[src/hw/tocp_pkg.sv]
// Constants and state layout for the two-channel output compare / PWM timer.
// Assumes a 32-bit AXI4-Lite register bus with an 8-bit byte address.
package tocp_pkg;

  // ---------------------------------------------------------------------------
  // Widths
  // ---------------------------------------------------------------------------
  localparam int ADDR_W = 8;
  localparam int CNT_W  = 16;

  // ---------------------------------------------------------------------------
  // Register map
  // ---------------------------------------------------------------------------
  localparam logic [7:0] OFF_START    = 8'h00;
  localparam logic [7:0] OFF_MODE     = 8'h04;
  localparam logic [7:0] OFF_PWM_EN   = 8'h08;
  localparam logic [7:0] OFF_OUT_EN   = 8'h0C;
  localparam logic [7:0] OFF_INIT_OUT = 8'h10;
  localparam logic [1:0] BANK_GLOBAL  = 2'h0;
  localparam logic [1:0] BANK_CH0     = 2'h1;
  localparam logic [1:0] BANK_CH1     = 2'h2;
  localparam logic [3:0] IDX_CTRL     = 4'h0;
  localparam logic [3:0] IDX_IOAB     = 4'h1;
  localparam logic [3:0] IDX_IOCD     = 4'h2;
  localparam logic [3:0] IDX_STAT     = 4'h3;
  localparam logic [3:0] IDX_POL      = 4'h4;
  localparam logic [3:0] IDX_CNT      = 4'h5;
  localparam logic [3:0] IDX_GRA      = 4'h6;
  localparam logic [3:0] IDX_GRD      = 4'h9;

  // ---------------------------------------------------------------------------
  // Field positions
  // ---------------------------------------------------------------------------
  localparam int STOPSEL_LSB = 4;
  localparam int SYNC_BIT    = 0;
  localparam int BUF_LSB     = 4;
  localparam int SRC_LSB     = 0;
  localparam int EDGE_LSB    = 3;
  localparam int CLR_LSB     = 5;
  localparam int ACT_B_LSB   = 4;
  localparam int ACT_D_LSB   = 4;
  localparam int ROUTE_C_BIT = 3;
  localparam int ROUTE_D_BIT = 7;
  localparam int OVF_BIT     = 4;
  localparam int PWM1_LSB    = 4;

  // ---------------------------------------------------------------------------
  // Encodings
  // ---------------------------------------------------------------------------
  localparam logic [2:0] ACT_LOW    = 3'h1;
  localparam logic [2:0] ACT_HIGH   = 3'h2;
  localparam logic [2:0] ACT_TOGGLE = 3'h3;
  localparam logic [2:0] CLR_A      = 3'h1;
  localparam logic [2:0] CLR_B      = 3'h2;
  localparam logic [2:0] CLR_SYNC   = 3'h3;
  localparam logic [2:0] CLR_C      = 3'h5;
  localparam logic [2:0] CLR_D      = 3'h6;
  localparam logic [2:0] SRC_CLK    = 3'h0;
  localparam logic [2:0] SRC_DIV2   = 3'h1;
  localparam logic [2:0] SRC_DIV4   = 3'h2;
  localparam logic [2:0] SRC_DIV8   = 3'h3;
  localparam logic [2:0] SRC_DIV32  = 3'h4;
  localparam logic [2:0] SRC_EXT    = 3'h5;
  localparam logic [2:0] SRC_HOCO   = 3'h6;
  localparam logic [1:0] EDGE_RISE  = 2'h0;
  localparam logic [1:0] EDGE_FALL  = 2'h1;
  localparam logic [1:0] EDGE_BOTH  = 2'h2;
  localparam logic [1:0] RESP_OKAY  = 2'h0;
  localparam logic [1:0] RESP_SLVERR = 2'h2;

  // ---------------------------------------------------------------------------
  // Reset values and count limit
  // ---------------------------------------------------------------------------
  localparam logic [7:0]       RST_OUT_EN = 8'hFF;
  localparam logic [CNT_W-1:0] RST_GR     = 16'hFFFF;
  localparam logic [CNT_W-1:0] CNT_MAX    = 16'hFFFF;

  typedef struct packed {
    logic [1:0]                 start;
    logic [1:0]                 stopSel;
    logic [7:0]                 mode;
    logic [1:0][2:0]            pwmEn;
    logic [7:0]                 outEn;
    logic [7:0]                 initOut;
    logic [1:0][7:0]            ctrl;
    logic [1:0][7:0]            ioab;
    logic [1:0][7:0]            iocd;
    logic [1:0][4:0]            stat;
    logic [1:0][2:0]            pol;
    logic [1:0][CNT_W-1:0]      cnt;
    logic [1:0][3:0][CNT_W-1:0] gr;
    logic [1:0][3:0]            level;
    logic [4:0]                 presc;
    logic                       extPrev;
    logic                       awHeld;
    logic [ADDR_W-1:0]          awAddr;
    logic                       wHeld;
    logic [31:0]                wData;
    logic [3:0]                 wStrb;
    logic                       bValid;
    logic [1:0]                 bResp;
    logic                       rValid;
    logic [1:0]                 rResp;
    logic [31:0]                rData;
  } tocp_state_t;

endpackage : tocp_pkg

[src/hw/tocp_timer.sv]
// Two 16-bit timer channels with output compare on four pins each and PWM on three (B, C, D).
// Assumes all inputs synchronous to clk; pins are resolved outside from out/oe.
//
// Function
// Counter-clear select field picks which compare match zeroes the counter.
// Clearing on FFFFH wraps to 0000H like overflow and sets the overflow flag.
// Clear select 001B zeroes the counter on register A match.
// Pin A/B action 011B toggles on match, 010B drives high.
// Pin C/D action 1001B drives low; 1000B disables output and D-to-B routing.
// Initial-output bit sets each pin level from count start to first match.
// A pin drives only while its output-enable bit is 0.
// Stop select 1 keeps counting through register A matches.
// Buffer bits at 0 leave registers C and D as independent compares.
// Matches on A-D and overflow set sticky flags and raise a request.
// Software clears a flag by writing 0; hardware never clears it.
// C/D action bit 3 at 0 routes C matches to pin A, D to pin B.
// Software keeps buffers off and C differs from A, D from B when routing.
// Up to three PWM pins per channel, six with both channels synchronised.
// Register A sets the period for all PWM pins; B, C, D individually PWM.
// Count up only; period m+1, active m-n, inactive n+1 ticks.
// Count source: high-speed tick, clk, clk/2, /4, /8, /32, or external edge.
// Writing 1 to the start bit starts the channel.
// Stop select 1: writing 0 stops the count and PWM pins hold their level.
// Stop select 0: counting stops at A match, pins keep post-match level.
// Per-pin PWM active-level bit: 1 active high, 0 active low.
// PWM compare above period never matches, giving 0% duty.
// Compares checked each tick, one action per pin, period match wins.
// Counter reads return the live count; writes load it immediately.
//
// Design decisions made here: the AXI4-Lite interface to the registers and the placing of the registers.
`timescale 1ns/10ps

module tocp_timer
(
  input  wire logic                          clk,
  input  wire logic                          rst_b,
  input  wire logic [tocp_pkg::ADDR_W-1:0]   s_axi_awaddr,
  input  wire logic                          s_axi_awvalid,
  output wire logic                          s_axi_awready,
  input  wire logic [31:0]                   s_axi_wdata,
  input  wire logic [3:0]                    s_axi_wstrb,
  input  wire logic                          s_axi_wvalid,
  output wire logic                          s_axi_wready,
  output wire logic [1:0]                    s_axi_bresp,
  output wire logic                          s_axi_bvalid,
  input  wire logic                          s_axi_bready,
  input  wire logic [tocp_pkg::ADDR_W-1:0]   s_axi_araddr,
  input  wire logic                          s_axi_arvalid,
  output wire logic                          s_axi_arready,
  output wire logic [31:0]                   s_axi_rdata,
  output wire logic [1:0]                    s_axi_rresp,
  output wire logic                          s_axi_rvalid,
  input  wire logic                          s_axi_rready,
  input  wire logic                          hocoTick,
  input  wire logic                          externalCountClock,
  output wire logic [7:0]                    timerPinOut,
  output wire logic [7:0]                    timerPinOe,
  output wire logic [1:0]                    matchIrq
);
  import tocp_pkg::*;

  tocp_state_t state_ff;
  tocp_state_t nxt_state;

  // ---------------------------------------------------------------------------
  // Helpers
  // ---------------------------------------------------------------------------
  function automatic logic [31:0] mergeBytes(input logic [31:0] oldVal,
                                             input logic [31:0] newVal,
                                             input logic [3:0]  strb);
    logic [31:0] res;
    res = oldVal;
    for (int b = 0; b < 4; b++)
    begin
      if (strb[b])
      begin
        res[b*8 +: 8] = newVal[b*8 +: 8];
      end
    end
    return res;
  endfunction : mergeBytes

  // Returns {hit, data}; unmapped addresses miss and read as zero
  function automatic logic [32:0] regRead(input tocp_state_t s, input logic [ADDR_W-1:0] a);
    logic [32:0] r;
    logic        ch;
    r  = 33'h0_0000_0000;
    ch = (a[7:6] == BANK_CH1);
    if (a[7:6] == BANK_GLOBAL)
    begin
      case (a)
        OFF_START:    r = {1'b1, 24'h00_0000, 2'h0, s.stopSel, 2'h0, s.start};
        OFF_MODE:     r = {1'b1, 24'h00_0000, s.mode};
        OFF_PWM_EN:   r = {1'b1, 24'h00_0000, 1'b0, s.pwmEn[1], 1'b0, s.pwmEn[0]};
        OFF_OUT_EN:   r = {1'b1, 24'h00_0000, s.outEn};
        OFF_INIT_OUT: r = {1'b1, 24'h00_0000, s.initOut};
        default:      r = 33'h0_0000_0000;
      endcase
    end
    else if (a[1:0] == 2'h0 && (a[7:6] == BANK_CH0 || ch))
    begin
      case (a[5:2])
        IDX_CTRL: r = {1'b1, 24'h00_0000, s.ctrl[ch]};
        IDX_IOAB: r = {1'b1, 24'h00_0000, s.ioab[ch]};
        IDX_IOCD: r = {1'b1, 24'h00_0000, s.iocd[ch]};
        IDX_STAT: r = {1'b1, 27'h000_0000, s.stat[ch]};
        IDX_POL:  r = {1'b1, 29'h0000_0000, s.pol[ch]};
        IDX_CNT:  r = {1'b1, 16'h0000, s.cnt[ch]};
        default:
        begin
          if (a[5:2] >= IDX_GRA && a[5:2] <= IDX_GRD)
          begin
            r = {1'b1, 16'h0000, s.gr[ch][2'(a[5:2] - IDX_GRA)]};
          end
        end
      endcase
    end
    return r;
  endfunction : regRead

  // Output action of a compare match on a pin level
  function automatic logic applyAct(input logic lvl, input logic [2:0] act);
    logic res;
    case (act)
      ACT_LOW:    res = 1'b0;
      ACT_HIGH:   res = 1'b1;
      ACT_TOGGLE: res = ~lvl;
      default:    res = lvl;
    endcase
    return res;
  endfunction : applyAct

  // ---------------------------------------------------------------------------
  // Next-state logic
  // ---------------------------------------------------------------------------
  always_comb
  begin
    logic [32:0]      rdHit;
    logic [31:0]      wrVal;
    logic             wrDo;
    logic             wrCh;
    logic [1:0]       wrCnt;
    logic [1:0]       tick;
    logic [1:0]       clrEv;
    logic [3:0]       m;
    logic             ovf;
    logic             extEdge;
    logic [4:0]       setFlags;
    logic [2:0]       srcSel;
    logic [2:0]       clrSel;
    logic             pwmPin;
    logic [2:0]       actC;
    logic [2:0]       actD;
    rdHit    = 33'h0_0000_0000;
    wrVal    = 32'h0000_0000;
    wrCh     = (state_ff.awAddr[7:6] == BANK_CH1);
    wrCnt    = 2'b00;
    tick     = 2'b00;
    clrEv    = 2'b00;
    m        = 4'h0;
    ovf      = 1'b0;
    setFlags = 5'h00;
    srcSel   = SRC_CLK;
    clrSel   = 3'h0;
    pwmPin   = 1'b0;
    actC     = 3'h0;
    actD     = 3'h0;
    extEdge  = 1'b0;
    wrDo     = state_ff.awHeld && state_ff.wHeld;
    nxt_state = state_ff;

    // AXI4-Lite channels
    if (s_axi_awvalid && s_axi_awready)
    begin
      nxt_state.awHeld = 1'b1;
      nxt_state.awAddr = s_axi_awaddr;
    end
    if (s_axi_wvalid && s_axi_wready)
    begin
      nxt_state.wHeld = 1'b1;
      nxt_state.wData = s_axi_wdata;
      nxt_state.wStrb = s_axi_wstrb;
    end
    if (state_ff.bValid && s_axi_bready)
    begin
      nxt_state.bValid = 1'b0;
    end
    if (state_ff.rValid && s_axi_rready)
    begin
      nxt_state.rValid = 1'b0;
    end
    if (s_axi_arvalid && !state_ff.rValid)
    begin
      rdHit            = regRead(state_ff, s_axi_araddr);
      nxt_state.rValid = 1'b1;
      nxt_state.rData  = rdHit[31:0];
      nxt_state.rResp  = rdHit[32] ? RESP_OKAY : RESP_SLVERR;
    end

    // Register writes, done once both address and data are held
    if (wrDo)
    begin
      rdHit            = regRead(state_ff, state_ff.awAddr);
      wrVal            = mergeBytes(rdHit[31:0], state_ff.wData, state_ff.wStrb);
      nxt_state.awHeld = 1'b0;
      nxt_state.wHeld  = 1'b0;
      nxt_state.bValid = 1'b1;
      nxt_state.bResp  = rdHit[32] ? RESP_OKAY : RESP_SLVERR;
      if (rdHit[32] && state_ff.awAddr[7:6] == BANK_GLOBAL)
      begin
        case (state_ff.awAddr)
          OFF_START:
          begin
            nxt_state.start   = wrVal[1:0];
            nxt_state.stopSel = wrVal[STOPSEL_LSB +: 2];
          end
          OFF_MODE:     nxt_state.mode    = wrVal[7:0];
          OFF_PWM_EN:
          begin
            nxt_state.pwmEn[0] = wrVal[2:0];
            nxt_state.pwmEn[1] = wrVal[PWM1_LSB +: 3];
          end
          OFF_OUT_EN:   nxt_state.outEn   = wrVal[7:0];
          OFF_INIT_OUT: nxt_state.initOut = wrVal[7:0];
          default:      nxt_state.mode    = state_ff.mode;
        endcase
      end
      else if (rdHit[32])
      begin
        case (state_ff.awAddr[5:2])
          IDX_CTRL: nxt_state.ctrl[wrCh] = wrVal[7:0];
          IDX_IOAB: nxt_state.ioab[wrCh] = wrVal[7:0];
          IDX_IOCD: nxt_state.iocd[wrCh] = wrVal[7:0];
          IDX_STAT:
          begin
            // Only a written 0 clears; a 1 leaves the flag alone
            if (state_ff.wStrb[0])
            begin
              nxt_state.stat[wrCh] = state_ff.stat[wrCh] & state_ff.wData[4:0];
            end
          end
          IDX_POL:  nxt_state.pol[wrCh] = wrVal[2:0];
          IDX_CNT:
          begin
            // With the channels synchronised a count write loads both counters
            if (state_ff.mode[SYNC_BIT])
            begin
              nxt_state.cnt = {wrVal[15:0], wrVal[15:0]};
              wrCnt         = 2'b11;
            end
            else
            begin
              nxt_state.cnt[wrCh] = wrVal[15:0];
              wrCnt[wrCh]         = 1'b1;
            end
          end
          default:  nxt_state.gr[wrCh][2'(state_ff.awAddr[5:2] - IDX_GRA)] = wrVal[15:0];
        endcase
      end
    end

    // Count sources
    nxt_state.presc   = state_ff.presc + 5'h01;
    nxt_state.extPrev = externalCountClock;
    for (int k = 0; k < 2; k++)
    begin
      srcSel = state_ff.ctrl[k][SRC_LSB +: 3];
      case (state_ff.ctrl[k][EDGE_LSB +: 2])
        EDGE_FALL: extEdge = !externalCountClock && state_ff.extPrev;
        EDGE_BOTH: extEdge = externalCountClock != state_ff.extPrev;
        default:   extEdge = externalCountClock && !state_ff.extPrev;
      endcase
      case (srcSel)
        SRC_CLK:   tick[k] = 1'b1;
        SRC_DIV2:  tick[k] = state_ff.presc[0];
        SRC_DIV4:  tick[k] = &state_ff.presc[1:0];
        SRC_DIV8:  tick[k] = &state_ff.presc[2:0];
        SRC_DIV32: tick[k] = &state_ff.presc;
        SRC_EXT:   tick[k] = extEdge;
        SRC_HOCO:  tick[k] = hocoTick;
        default:   tick[k] = 1'b0;
      endcase
    end
    tick[1] = state_ff.mode[SYNC_BIT] ? tick[0] : tick[1];

    // Compare, clear, flags and pin actions per channel.
    // Buffer bits are stored only; C and D always act as plain compares.
    for (int k = 0; k < 2; k++)
    begin
      for (int j = 0; j < 4; j++)
      begin
        m[j] = state_ff.cnt[k] == state_ff.gr[k][j];
      end
      ovf    = state_ff.cnt[k] == CNT_MAX;
      clrSel = state_ff.ctrl[k][CLR_LSB +: 3];
      case (clrSel)
        CLR_A:    clrEv[k] = m[0];
        CLR_B:    clrEv[k] = m[1];
        CLR_C:    clrEv[k] = m[2];
        CLR_D:    clrEv[k] = m[3];
        CLR_SYNC: clrEv[k] = (k == 1) && state_ff.mode[SYNC_BIT] && clrEv[0];
        default:  clrEv[k] = 1'b0;
      endcase
      clrEv[k] = (|state_ff.pwmEn[k]) ? m[0] : clrEv[k];
      actC = state_ff.iocd[k][2:0];
      actD = state_ff.iocd[k][ACT_D_LSB +: 3];
      if (state_ff.start[k] && tick[k])
      begin
        setFlags = {ovf, m};
        if (!wrCnt[k])
        begin
          nxt_state.cnt[k] = clrEv[k] ? 16'h0000 : state_ff.cnt[k] + 16'h0001;
        end
        nxt_state.stat[k] = nxt_state.stat[k] | setFlags;
        if (!state_ff.stopSel[k] && m[0] && !(wrDo && state_ff.awAddr == OFF_START))
        begin
          nxt_state.start[k] = 1'b0;
        end
        // Pin A: register A first, routed register C second
        if (m[0])
        begin
          nxt_state.level[k][0] = applyAct(state_ff.level[k][0], state_ff.ioab[k][2:0]);
        end
        else if (m[2] && !state_ff.iocd[k][ROUTE_C_BIT])
        begin
          nxt_state.level[k][0] = applyAct(state_ff.level[k][0], actC);
        end
        // Pins B, C, D: PWM or compare output
        for (int j = 1; j < 4; j++)
        begin
          pwmPin = state_ff.pwmEn[k][j-1];
          if (pwmPin && m[0])
          begin
            nxt_state.level[k][j] = !state_ff.pol[k][j-1];
          end
          else if (pwmPin && m[j])
          begin
            nxt_state.level[k][j] = state_ff.pol[k][j-1];
          end
          else if (!pwmPin && j == 1 && m[1])
          begin
            nxt_state.level[k][j] = applyAct(state_ff.level[k][j], state_ff.ioab[k][ACT_B_LSB +: 3]);
          end
          else if (!pwmPin && j == 1 && m[3] && !state_ff.iocd[k][ROUTE_D_BIT])
          begin
            nxt_state.level[k][j] = applyAct(state_ff.level[k][j], actD);
          end
          else if (!pwmPin && j == 2 && m[2] && state_ff.iocd[k][ROUTE_C_BIT])
          begin
            nxt_state.level[k][j] = applyAct(state_ff.level[k][j], actC);
          end
          else if (!pwmPin && j == 3 && m[3] && state_ff.iocd[k][ROUTE_D_BIT])
          begin
            nxt_state.level[k][j] = applyAct(state_ff.level[k][j], actD);
          end
        end
      end
      // Stopped channels leave levels untouched, so pins hold their value
      if (!state_ff.start[k] && nxt_state.start[k])
      begin
        nxt_state.level[k] = state_ff.initOut[k*4 +: 4];
      end
    end
  end

  // ---------------------------------------------------------------------------
  // State register
  // ---------------------------------------------------------------------------
  always_ff @(posedge clk)
  begin
    if (!rst_b)
    begin
      state_ff         <= '0;
      state_ff.outEn   <= RST_OUT_EN;
      state_ff.gr      <= {8{RST_GR}};
    end
    else
    begin
      state_ff <= nxt_state;
    end
  end

  // ---------------------------------------------------------------------------
  // Outputs
  // ---------------------------------------------------------------------------
  assign s_axi_awready = !state_ff.awHeld && !state_ff.bValid;
  assign s_axi_wready  = !state_ff.wHeld && !state_ff.bValid;
  assign s_axi_bvalid  = state_ff.bValid;
  assign s_axi_bresp   = state_ff.bResp;
  assign s_axi_arready = !state_ff.rValid;
  assign s_axi_rvalid  = state_ff.rValid;
  assign s_axi_rdata   = state_ff.rData;
  assign s_axi_rresp   = state_ff.rResp;
  assign timerPinOut   = {state_ff.level[1], state_ff.level[0]};
  assign timerPinOe    = ~state_ff.outEn;
  assign matchIrq      = {|state_ff.stat[1], |state_ff.stat[0]};

endmodule : tocp_timer

[config.mk]
export PLATFORM = sky130hd
export DESIGN_NAME = tocp_timer
export DESIGN_NICKNAME = d
export VERILOG_FILES = /design/src/hw/tocp_pkg.sv /design/src/hw/tocp_timer.sv
export SDC_FILE = /design/constraint.sdc
export NUM_CORES = 1
export LEC_CHECK = 0
export BUFFER_PORTS_ARGS = -buffer_cell sky130_fd_sc_hd__buf_2
export CORE_MARGIN = 3
export CORE_UTILIZATION = 55
export DETAILED_ROUTE_END_ITERATION = 10
export HOLD_SLACK_MARGIN = 0.1
export PLACE_DENSITY = 0.73
export SLEW_MARGIN = 20
export SYNTH_ARGS = -nofsm -noshare
export SYNTH_HDL_FRONTEND = slang
export SYNTH_SLANG_ARGS = --single-unit
[constraint.sdc]
create_clock -name clk -period 4.7 [get_ports clk]
set_clock_uncertainty 0.05 [all_clocks]
set_input_delay 1.175 -clock clk [delete_from_list [all_inputs] [get_ports clk]]
set_output_delay 1.175 -clock clk [all_outputs]
set_load 0.01 [all_outputs]
; After elaboration in Yosys (flattened, before gate mapping)
; Index checks and enable logic that the tools add are counted.
[op_classes]
n_addsub = 5
n_lt_le_gt_ge = 10
n_eq_ne = 86
muxes = 159
bitwise = 15
reduce_logical = 141
[ops]
columns = operator, n
row1 = 2-to-1 mux 224 bit, 2
row2 = case mux 33 bit (6 select lines), 2
row3 = case mux 33 bit (5 select lines), 2
row4 = 2-to-1 mux 64 bit, 5
row5 = 2-to-1 mux 16 bit, 17
row6 = 2-to-1 mux 33 bit, 8
row7 = 2-to-1 mux 258 bit, 1
row8 = 2-to-1 mux 8 bit, 20
row9 = bitwise mux 128 bit, 1
row10 = equality test 16 bit, 8
row11 = 2-to-1 mux 128 bit, 1
row12 = "equality test 3 x 2 -> 1 bit, second input constant", 23
row13 = binary-select mux 16 bit (select 2 bit), 2
row14 = demux 64 bit (select 1 bit), 1
row15 = 2-to-1 mux 32 bit, 2
row16 = logical AND 1 bit, 55
row17 = bitwise mux 16 bit, 3
row18 = "equality test 3 x 1 -> 1 bit, second input constant", 12
row19 = case mux 1 bit (3 select lines), 12
row20 = AND reduction 4 bit, 9
row21 = 2-to-1 mux 35 bit, 1
row22 = 2-to-1 mux 5 bit, 7
row23 = 2-to-1 mux 1 bit, 34
row24 = 2-to-1 mux 34 bit, 1
row25 = 63 further kinds, 187
[totals]
register_bits = 338
input_bits = 61
output_inout_bits = 59

; Logic depth before layout (Yosys ltp)
; Gate-level depths: netlist of run 1.
[logic_depth]
word_depth = 23
depth_mapped = 14

; Worst setup path before layout of run 1
; Ideal clock, no wire load.
[synth_path]
path_kind = input port to flip-flop
startpoint = input s_axi_araddr[6] (netlist name)
endpoint = register state_ff (netlist bit s_axi_rdata[3])
setup_time_ns = 0.128
t_arrival_ns = 3.110
t_required_ns = 4.522
path_slack_ns = 1.412
path_stages = 10
path_buffers = 3
cell_sequence = inv_1 ha_1 buf_1 buf_1 clkbuf_1 nand4_1 o21ai_0 o21ai_0 a222oi_1 nor2_1
[synth_via]
elab_chain_cells = 10
word_cells_on_any_way = 30
cone_classes = 6 x eq/ne / 20 x mux / 4 x reduce/logical
[synth_rtl]
columns = item, line
row1 = start: declaration, tocp_timer.sv:47  ; input wire logic [tocp_pkg::ADDR_W-1:0] s_axi_araddr,
row2 = equality test 2 bit, tocp_timer.sv:88  ; ch = (a[7:6] == BANK_CH1);
row3 = 2-to-1 mux 64 bit (implied by the code) (2 in series), tocp_timer.sv:113  ; r = {1'b1, 16'h0000, s.gr[ch][2'(a[5:2] - IDX_GRA)]};
row4 = binary-select mux 16 bit (select 2 bit), tocp_timer.sv:113
row5 = 2-to-1 mux 16 bit (implied by the code), tocp_timer.sv:113
row6 = 2-to-1 mux 33 bit, tocp_timer.sv:111  ; if (a[5:2] >= IDX_GRA && a[5:2] <= IDX_GRD)
row7 = case mux 33 bit (6 select lines), tocp_timer.sv:102  ; case (a[5:2])
row8 = 2-to-1 mux 33 bit, tocp_timer.sv:100  ; else if (a[1:0] == 2'h0 && (a[7:6] == BANK_CH0 || ch))
row9 = 2-to-1 mux 33 bit *, tocp_timer.sv:89  ; if (a[7:6] == BANK_GLOBAL)
row10 = 2-to-1 mux 33 bit *, tocp_timer.sv:192  ; if (s_axi_arvalid && !state_ff.rValid)
row11 = end signal: assignment, tocp_timer.sv:379  ; state_ff <= nxt_state;
row12 = end: declaration, tocp_timer.sv:62  ; tocp_state_t state_ff;
; Every way passes the cells marked *; elsewhere a longest branch is shown, timed or not. The select of a mux whose other input is x is not followed.
; A chain may end at the register's enable or synchronous reset.

; Worst setup path in the final report of run 1
[layout_path]
startpoint = register state_ff[85] (netlist name)
endpoint = register state_ff[246] (netlist name)
[layout_via]
elab_chain_cells = 5
word_cells_on_any_way = 8
cone_classes = 4 x mux / 4 x reduce/logical
[layout_rtl]
columns = item, line
row1 = AND reduction 5 bit (tied with other cells), tocp_timer.sv:278  ; SRC_DIV32: tick[k] = &state_ff.presc;
row2 = case mux 1 bit (7 select lines), tocp_timer.sv:273  ; case (srcSel)
row3 = 2-to-1 mux 1 bit *, tocp_timer.sv:284  ; tick[1] = state_ff.mode[SYNC_BIT] ? tick[0] : tick[1];
row4 = logical AND 1 bit *, tocp_timer.sv:307  ; if (state_ff.start[k] && tick[k])
row5 = 2-to-1 mux 16 bit *, tocp_timer.sv:307
; Every way passes the cells marked *; elsewhere a longest branch is shown, timed or not.

==> results of run 1 <==
-- routing by layer --
layer  vias up  track usage [%]  routed length (µm)
li1       8689                -                   -
met1      9499             60.0               33100
met2      1397             58.3               33000
met3       184             13.9               12700
met4         2             12.5                2650
met5         -                0                   9
-- worst paths after layout --
kind                      from       endpoint  slack (ns)  cells past startpoint
setup / recovery  state_ff[85]  state_ff[246]        0.71                     11
hold / removal    state_ff[81]   state_ff[81]        0.41                      2
setup reg to reg  state_ff[85]  state_ff[246]        0.71                     11
hold reg to reg   state_ff[81]   state_ff[81]        0.41                      2
-- critical path: stages, from the launching register on --
cell and delay (ns):
dfxtp_1 0.42, ha_1 0.27, and3_1 0.18, ha_1 0.20
nor3b_1 0.07, a21oi_1 0.14, o21ai_0 0.13, o32ai_1 0.67
nand3_1 0.48, a211oi_2 0.97, a21o_1 0.23, a211o_1 0.11
-- logic make-up after synthesis --
group           synth area share, %
other cells                  0.0190
buf+inv                        7.38
fa+ha+maj                      1.02
simple gates                   19.8
compound gates                 24.0
xor+xnor                       5.91
flops                          32.5
mux                            9.41
-- cells in the final DEF (no fill, tap or decap), drive strengths merged, types with 46 or more instances in the layout --
cell type	instances
a21oi	166
a22oi	71
buf	161
clkbuf	50
dfxtp	320
inv	46
mux2i	93
nand2	390
nand3	46
nor2	179
o211ai	135
o21ai	100
xnor2	116
-- report_power, final --
part           switching, µW  internal, µW  leakage (µW)
Combinational            438           177       0.00476
Sequential              44.8          2740       0.00259
Clock                   1220          1700      0.000576
Total                   1700          4620       0.00792
-- cell type report --
class,instances,area share [%]
clock inverter,12,0.673
clock buffer,49,4.82
sequential,320,30.0
antenna,1,0.0117
timing repair buffer,162,4.94
inverter,46,0.820
tap,455,2.66
multi-input combinational,1828,56.1
-- through the flow --
step / setup WS, ns / hold slack (ns)
2_1_floorplan: 1.41 / 0.386
3_3_place_gp: 0.445 / 0.393
3_5_place_dp: 0.360 / 0.399
4_1_cts: 0.801 / 0.406
5_1_grt: 0.537 / 0.426
6_report: 0.711 / 0.406
==> qor.yml, run 1 <==
status:
  status: "finished clean"
clocking:
  numCtsBuffers: 37
  clk_path_buf_depth: 3
  h-tree-depth: 2
  postCtsSetupBuffers: 0
  clk_latency_ns: 0.57
  cts_resized: 0
  cts_num_sinks: 320
  postCtsHoldBufs: 0
  clockRootBuffer: "clkbuf_16"
  clk_pin_slew_ns: 0.06
  cts_tree: "yes"
synthesis:
  synth_largest_area_cell: "dfxtp_1"
  synth_flop_cell: "dfxtp_1"
  synthTopCellsByCount: "390 x nand2_1, 320 x dfxtp_1, 174 x nor2_1, 165 x a21oi_1, 134 x o211ai_1"
  yosys.area.top_type_share_pct: 32.5
  ys_ff_latch: 320
  avgSynthCellArea_um2: 8.11
  postSynthCellCount: 2429
  yosysWarnings: 0
  ys_async_sr_fraction_pct: 0
  synth_area_leaders: "dfxtp_1 33%, nand2_1 7.4%, xnor2_1 5.2%"
  syn-cell-area_mm2: 0.0197
  synth_edf_count: 0
  yosysMostFrequentCell: "nand2_1"
  yosysSeqAreaShare_pct: 32.5
  ys_types: 94
global_routing:
  overflow: 0
  antenna_found_initial: 1
  grt_pass1_wl_mm: 119
  grt_start_max_net_pins: 147
  grt.total_usage_pct: 41.4
  grt_pass1_vias: 18038
drt:
  via_count: 19771
  drc: 0
  vias_per_cell: 6.88
  wirelength_mm: 81.5
  first_pass_iters: 8
  ant_nets: 0
  wire_per_inst_um: 28.4
  drtIter0Drc: 2878
timing:
  slew_viol_final: 0
  rsz0062_at_grt: "no"
  setup_viol: 0
  worstMarginPinSlew_ns: 1.17
  min_period_ns: 3.99
  fin_crit_sh_pct: 84.9
  max_freq_mhz: 251
  slew_headroom_pct: 21.9
  hold_viol_final: 0
  fin_setup_tns_ns: 0
final_layout:
  layout-drive-gt1-share_pct: 13.6
  final.fill_count: 3189
  stdcell_area_mm2: 0.0214
  nets: 2472
  multi_input_area_mm2: 0.0120
  final_core_util_pct: 61.1
  syn_to_final_growth_pct: 8.43
  instances_no_fill: 2873
  regArea_mm2: 0.00641
power:
  ir_worst_vdd_mv: 0.360
  p_leak_uw: 0.00792
  power_density_mw_per_mm2: 296
  power_uw: 6320
floorplan:
  ios: 120
  die_area_mm2: 0.0381
  row_count: 68
  die_w_um: 195
  start_util_pct: 56.4
  coreArea_mm2: 0.0350
  die_h_um: 195
placed_design:
  placed_area_mm2: 0.0202
  place_inst: 2810
  gp_congestion: 1.03
  hpwl_mm: 59.4
  io_buffers: 83
job:
  maxCapViolCount: 0
setup_path:
  path_max_fanout: 15
  critPathCaptureType: "flip-flop"
  criticalPathCategory: "reg2reg"
  arrival_ns: 4.44
  start_kind: "flip-flop"
  critPathRequiredTime_ns: 5.15
hold_path:
  hp-class: "reg2reg"
No activity file was read; power rests on OpenSTA's default activity.
==> run 2, diff against run 1 <==
ABC_AREA = 1   (was unset)
clock period = 4.2 ns   (was 4.7 ns; I/O delays follow)
==> qor.yml, run 2 <==
status:
  status: "finished clean"
timing:
  worstMarginPinSlew_ns: 1.10
  min_period_ns: 3.75
  rsz0062_at_grt: "no"
  max_freq_mhz: 266
  hold_viol_final: 0
  fin_setup_tns_ns: 0
  setup_viol: 0
  slew_viol_final: 0
  fin_crit_sh_pct: 89.3
  slew_headroom_pct: 26.6
hold_path:
  hp-class: "reg2reg"
final_layout:
  multi_input_area_mm2: 0.0114
  stdcell_area_mm2: 0.0218
  nets: 3078
  final_cell_mix: "651 x nand2_1, 322 x o21ai_0, 320 x dfxtp_1, 297 x a21oi_1, 269 x inv_1"
  regArea_mm2: 0.00641
  layout-drive-gt1-share_pct: 9.86
  syn_to_final_growth_pct: 8.82
  final.fill_count: 3441
  mostFrequentLayoutCell: "nand2_1"
global_routing:
  antenna_found_initial: 4
  grt_start_max_net_pins: 114
  grt_pass1_vias: 20904
  grt.total_usage_pct: 45.0
  overflow: 0
  grt_pass1_wl_mm: 131
clocking:
  h-tree-depth: 2
  numCtsBuffers: 38
  clk_latency_ns: 0.58
  cts_resized: 0
  postCtsHoldBufs: 0
  clk_path_buf_depth: 3
  clockRootBuffer: "clkbuf_16"
  clk_pin_slew_ns: 0.06
  postCtsSetupBuffers: 0
  cts_num_sinks: 320
  cts_tree: "yes"
floorplan:
  start_util_pct: 56.2
  ios: 120
  die_area_mm2: 0.0388
  die_w_um: 197
  die_h_um: 197
  coreArea_mm2: 0.0357
  row_count: 69
synthesis:
  ys_ff_latch: 320
  avgSynthCellArea_um2: 6.63
  yosysSeqAreaShare_pct: 31.9
  synthTopCellsByCount: "651 x nand2_1, 322 x o21ai_0, 320 x dfxtp_1, 297 x a21oi_1, 270 x inv_1"
  synth_largest_area_cell: "dfxtp_1"
  ys_async_sr_fraction_pct: 0
  yosys.area.top_type_share_pct: 31.9
  synth_flop_cell: "dfxtp_1"
  synth_edf_count: 0
  yosysMostFrequentCell: "nand2_1"
  syn-cell-area_mm2: 0.0201
  postSynthCellCount: 3028
  ys_types: 59
  yosysWarnings: 0
  synth_area_leaders: "dfxtp_1 32%, nand2_1 12%, o21ai_0 8.0%"
setup_path:
  critical_path.slowest_cell: "nor3_1"
  arrival_ns: 4.16
  critPathMostFrequentCell: "nand2_1"
  path_max_fanout: 16
  worstPathCellList: "xnor2_1 > nand4_1 > nor3_1 > nand3_1 > nand3_1 > nand2_1 > nand2_1 > nand2_1 > nand2_1 > nand2_2 > nand3_1 > a21oi_1"
  cpPeakStageDelay_ns: 0.79
  start_kind: "flip-flop"
  critPathRequiredTime_ns: 4.61
  criticalPathCategory: "reg2reg"
  critPathCaptureType: "flip-flop"
placed_design:
  io_buffers: 83
  hpwl_mm: 64.9
  placed_area_mm2: 0.0205
  gp_congestion: 1.10
drt:
  wirelength_mm: 89.4
  wire_per_inst_um: 25.6
  drtIter0Drc: 2934
  via_count: 22576
  first_pass_iters: 8
  ant_nets: 0
  drc: 0
  vias_per_cell: 6.46
power:
  power_density_mw_per_mm2: 352
  ir_worst_vdd_mv: 0.354
  p_leak_uw: 0.00946
job:
  maxCapViolCount: 0
-- run 2: cell families after synthesis --
family / share of synthesized area, %
compound gates: 26.5
xor+xnor: 4.41
flops: 31.9
simple gates: 24.2
mux: 0.249
other cells: 0.0187
buf+inv: 11.7
fa+ha+maj: 0.997
-- run 2: final cells by class --
cell class,instances,area share (%)
antenna,2,0.0229
clock buffer,51,5.01
clock inverter,19,0.894
inverter,296,5.10
multi-input combinational,2191,52.2
sequential,320,29.3
tap,461,2.64
timing repair buffer,154,4.79
-- run 2: metal layers --
metal / wire [µm] / up-vias / global-route usage (%)
met2: 38900 / 1468 / 69.9
met1: 31900 / 10462 / 52.7
met3: 8890 / 486 / 9.65
li1: - / 10156 / -
met5: 23 / - / 0.123
met4: 9610 / 4 / 39.5
-- run 2: report_power, final --
part / leakage (µW) / switching, µW / internal, µW
sequential: 0.00259 / 52.4 / 3080
clock: 0.000614 / 1470 / 2030
combinational: 0.00626 / 812 / 256
total: 0.00946 / 2330 / 5360
-- run 2: worst max-delay path: cells and delay by family (launching register included) --
family	cells	cell delay, ns
AND/OR/NAND/NOR	10	2.54
AO/OA/AOI/OAI	1	0.09
XOR/XNOR	1	0.20
flip-flops	1	0.73
-- run 2: worst paths after layout --
check | from | endpoint | slack (ns) | cells after the start
min reg2reg | s_axi_rdata[8] | s_axi_rdata[8] | 0.41 | 2
max reg2reg | state_ff[238] | state_ff[255] | 0.45 | 12
max | state_ff[238] | state_ff[255] | 0.45 | 12
min | s_axi_rdata[8] | s_axi_rdata[8] | 0.41 | 2
-- run 2: metrics by stage --
step	setup slack, ns	std cells	util (%)	hold WS, ns	total power [µW]
after floorplan	1.28	3045	-	0.375	3810
after global placement	0.784	3422	57.5	0.401	4190
after detailed placement	0.701	3422	57.5	0.405	4210
after CTS	0.682	3492	61.1	0.414	7640
after global routing	0.312	3494	61.1	0.427	7850
final	0.447	3494	61.1	0.413	7690
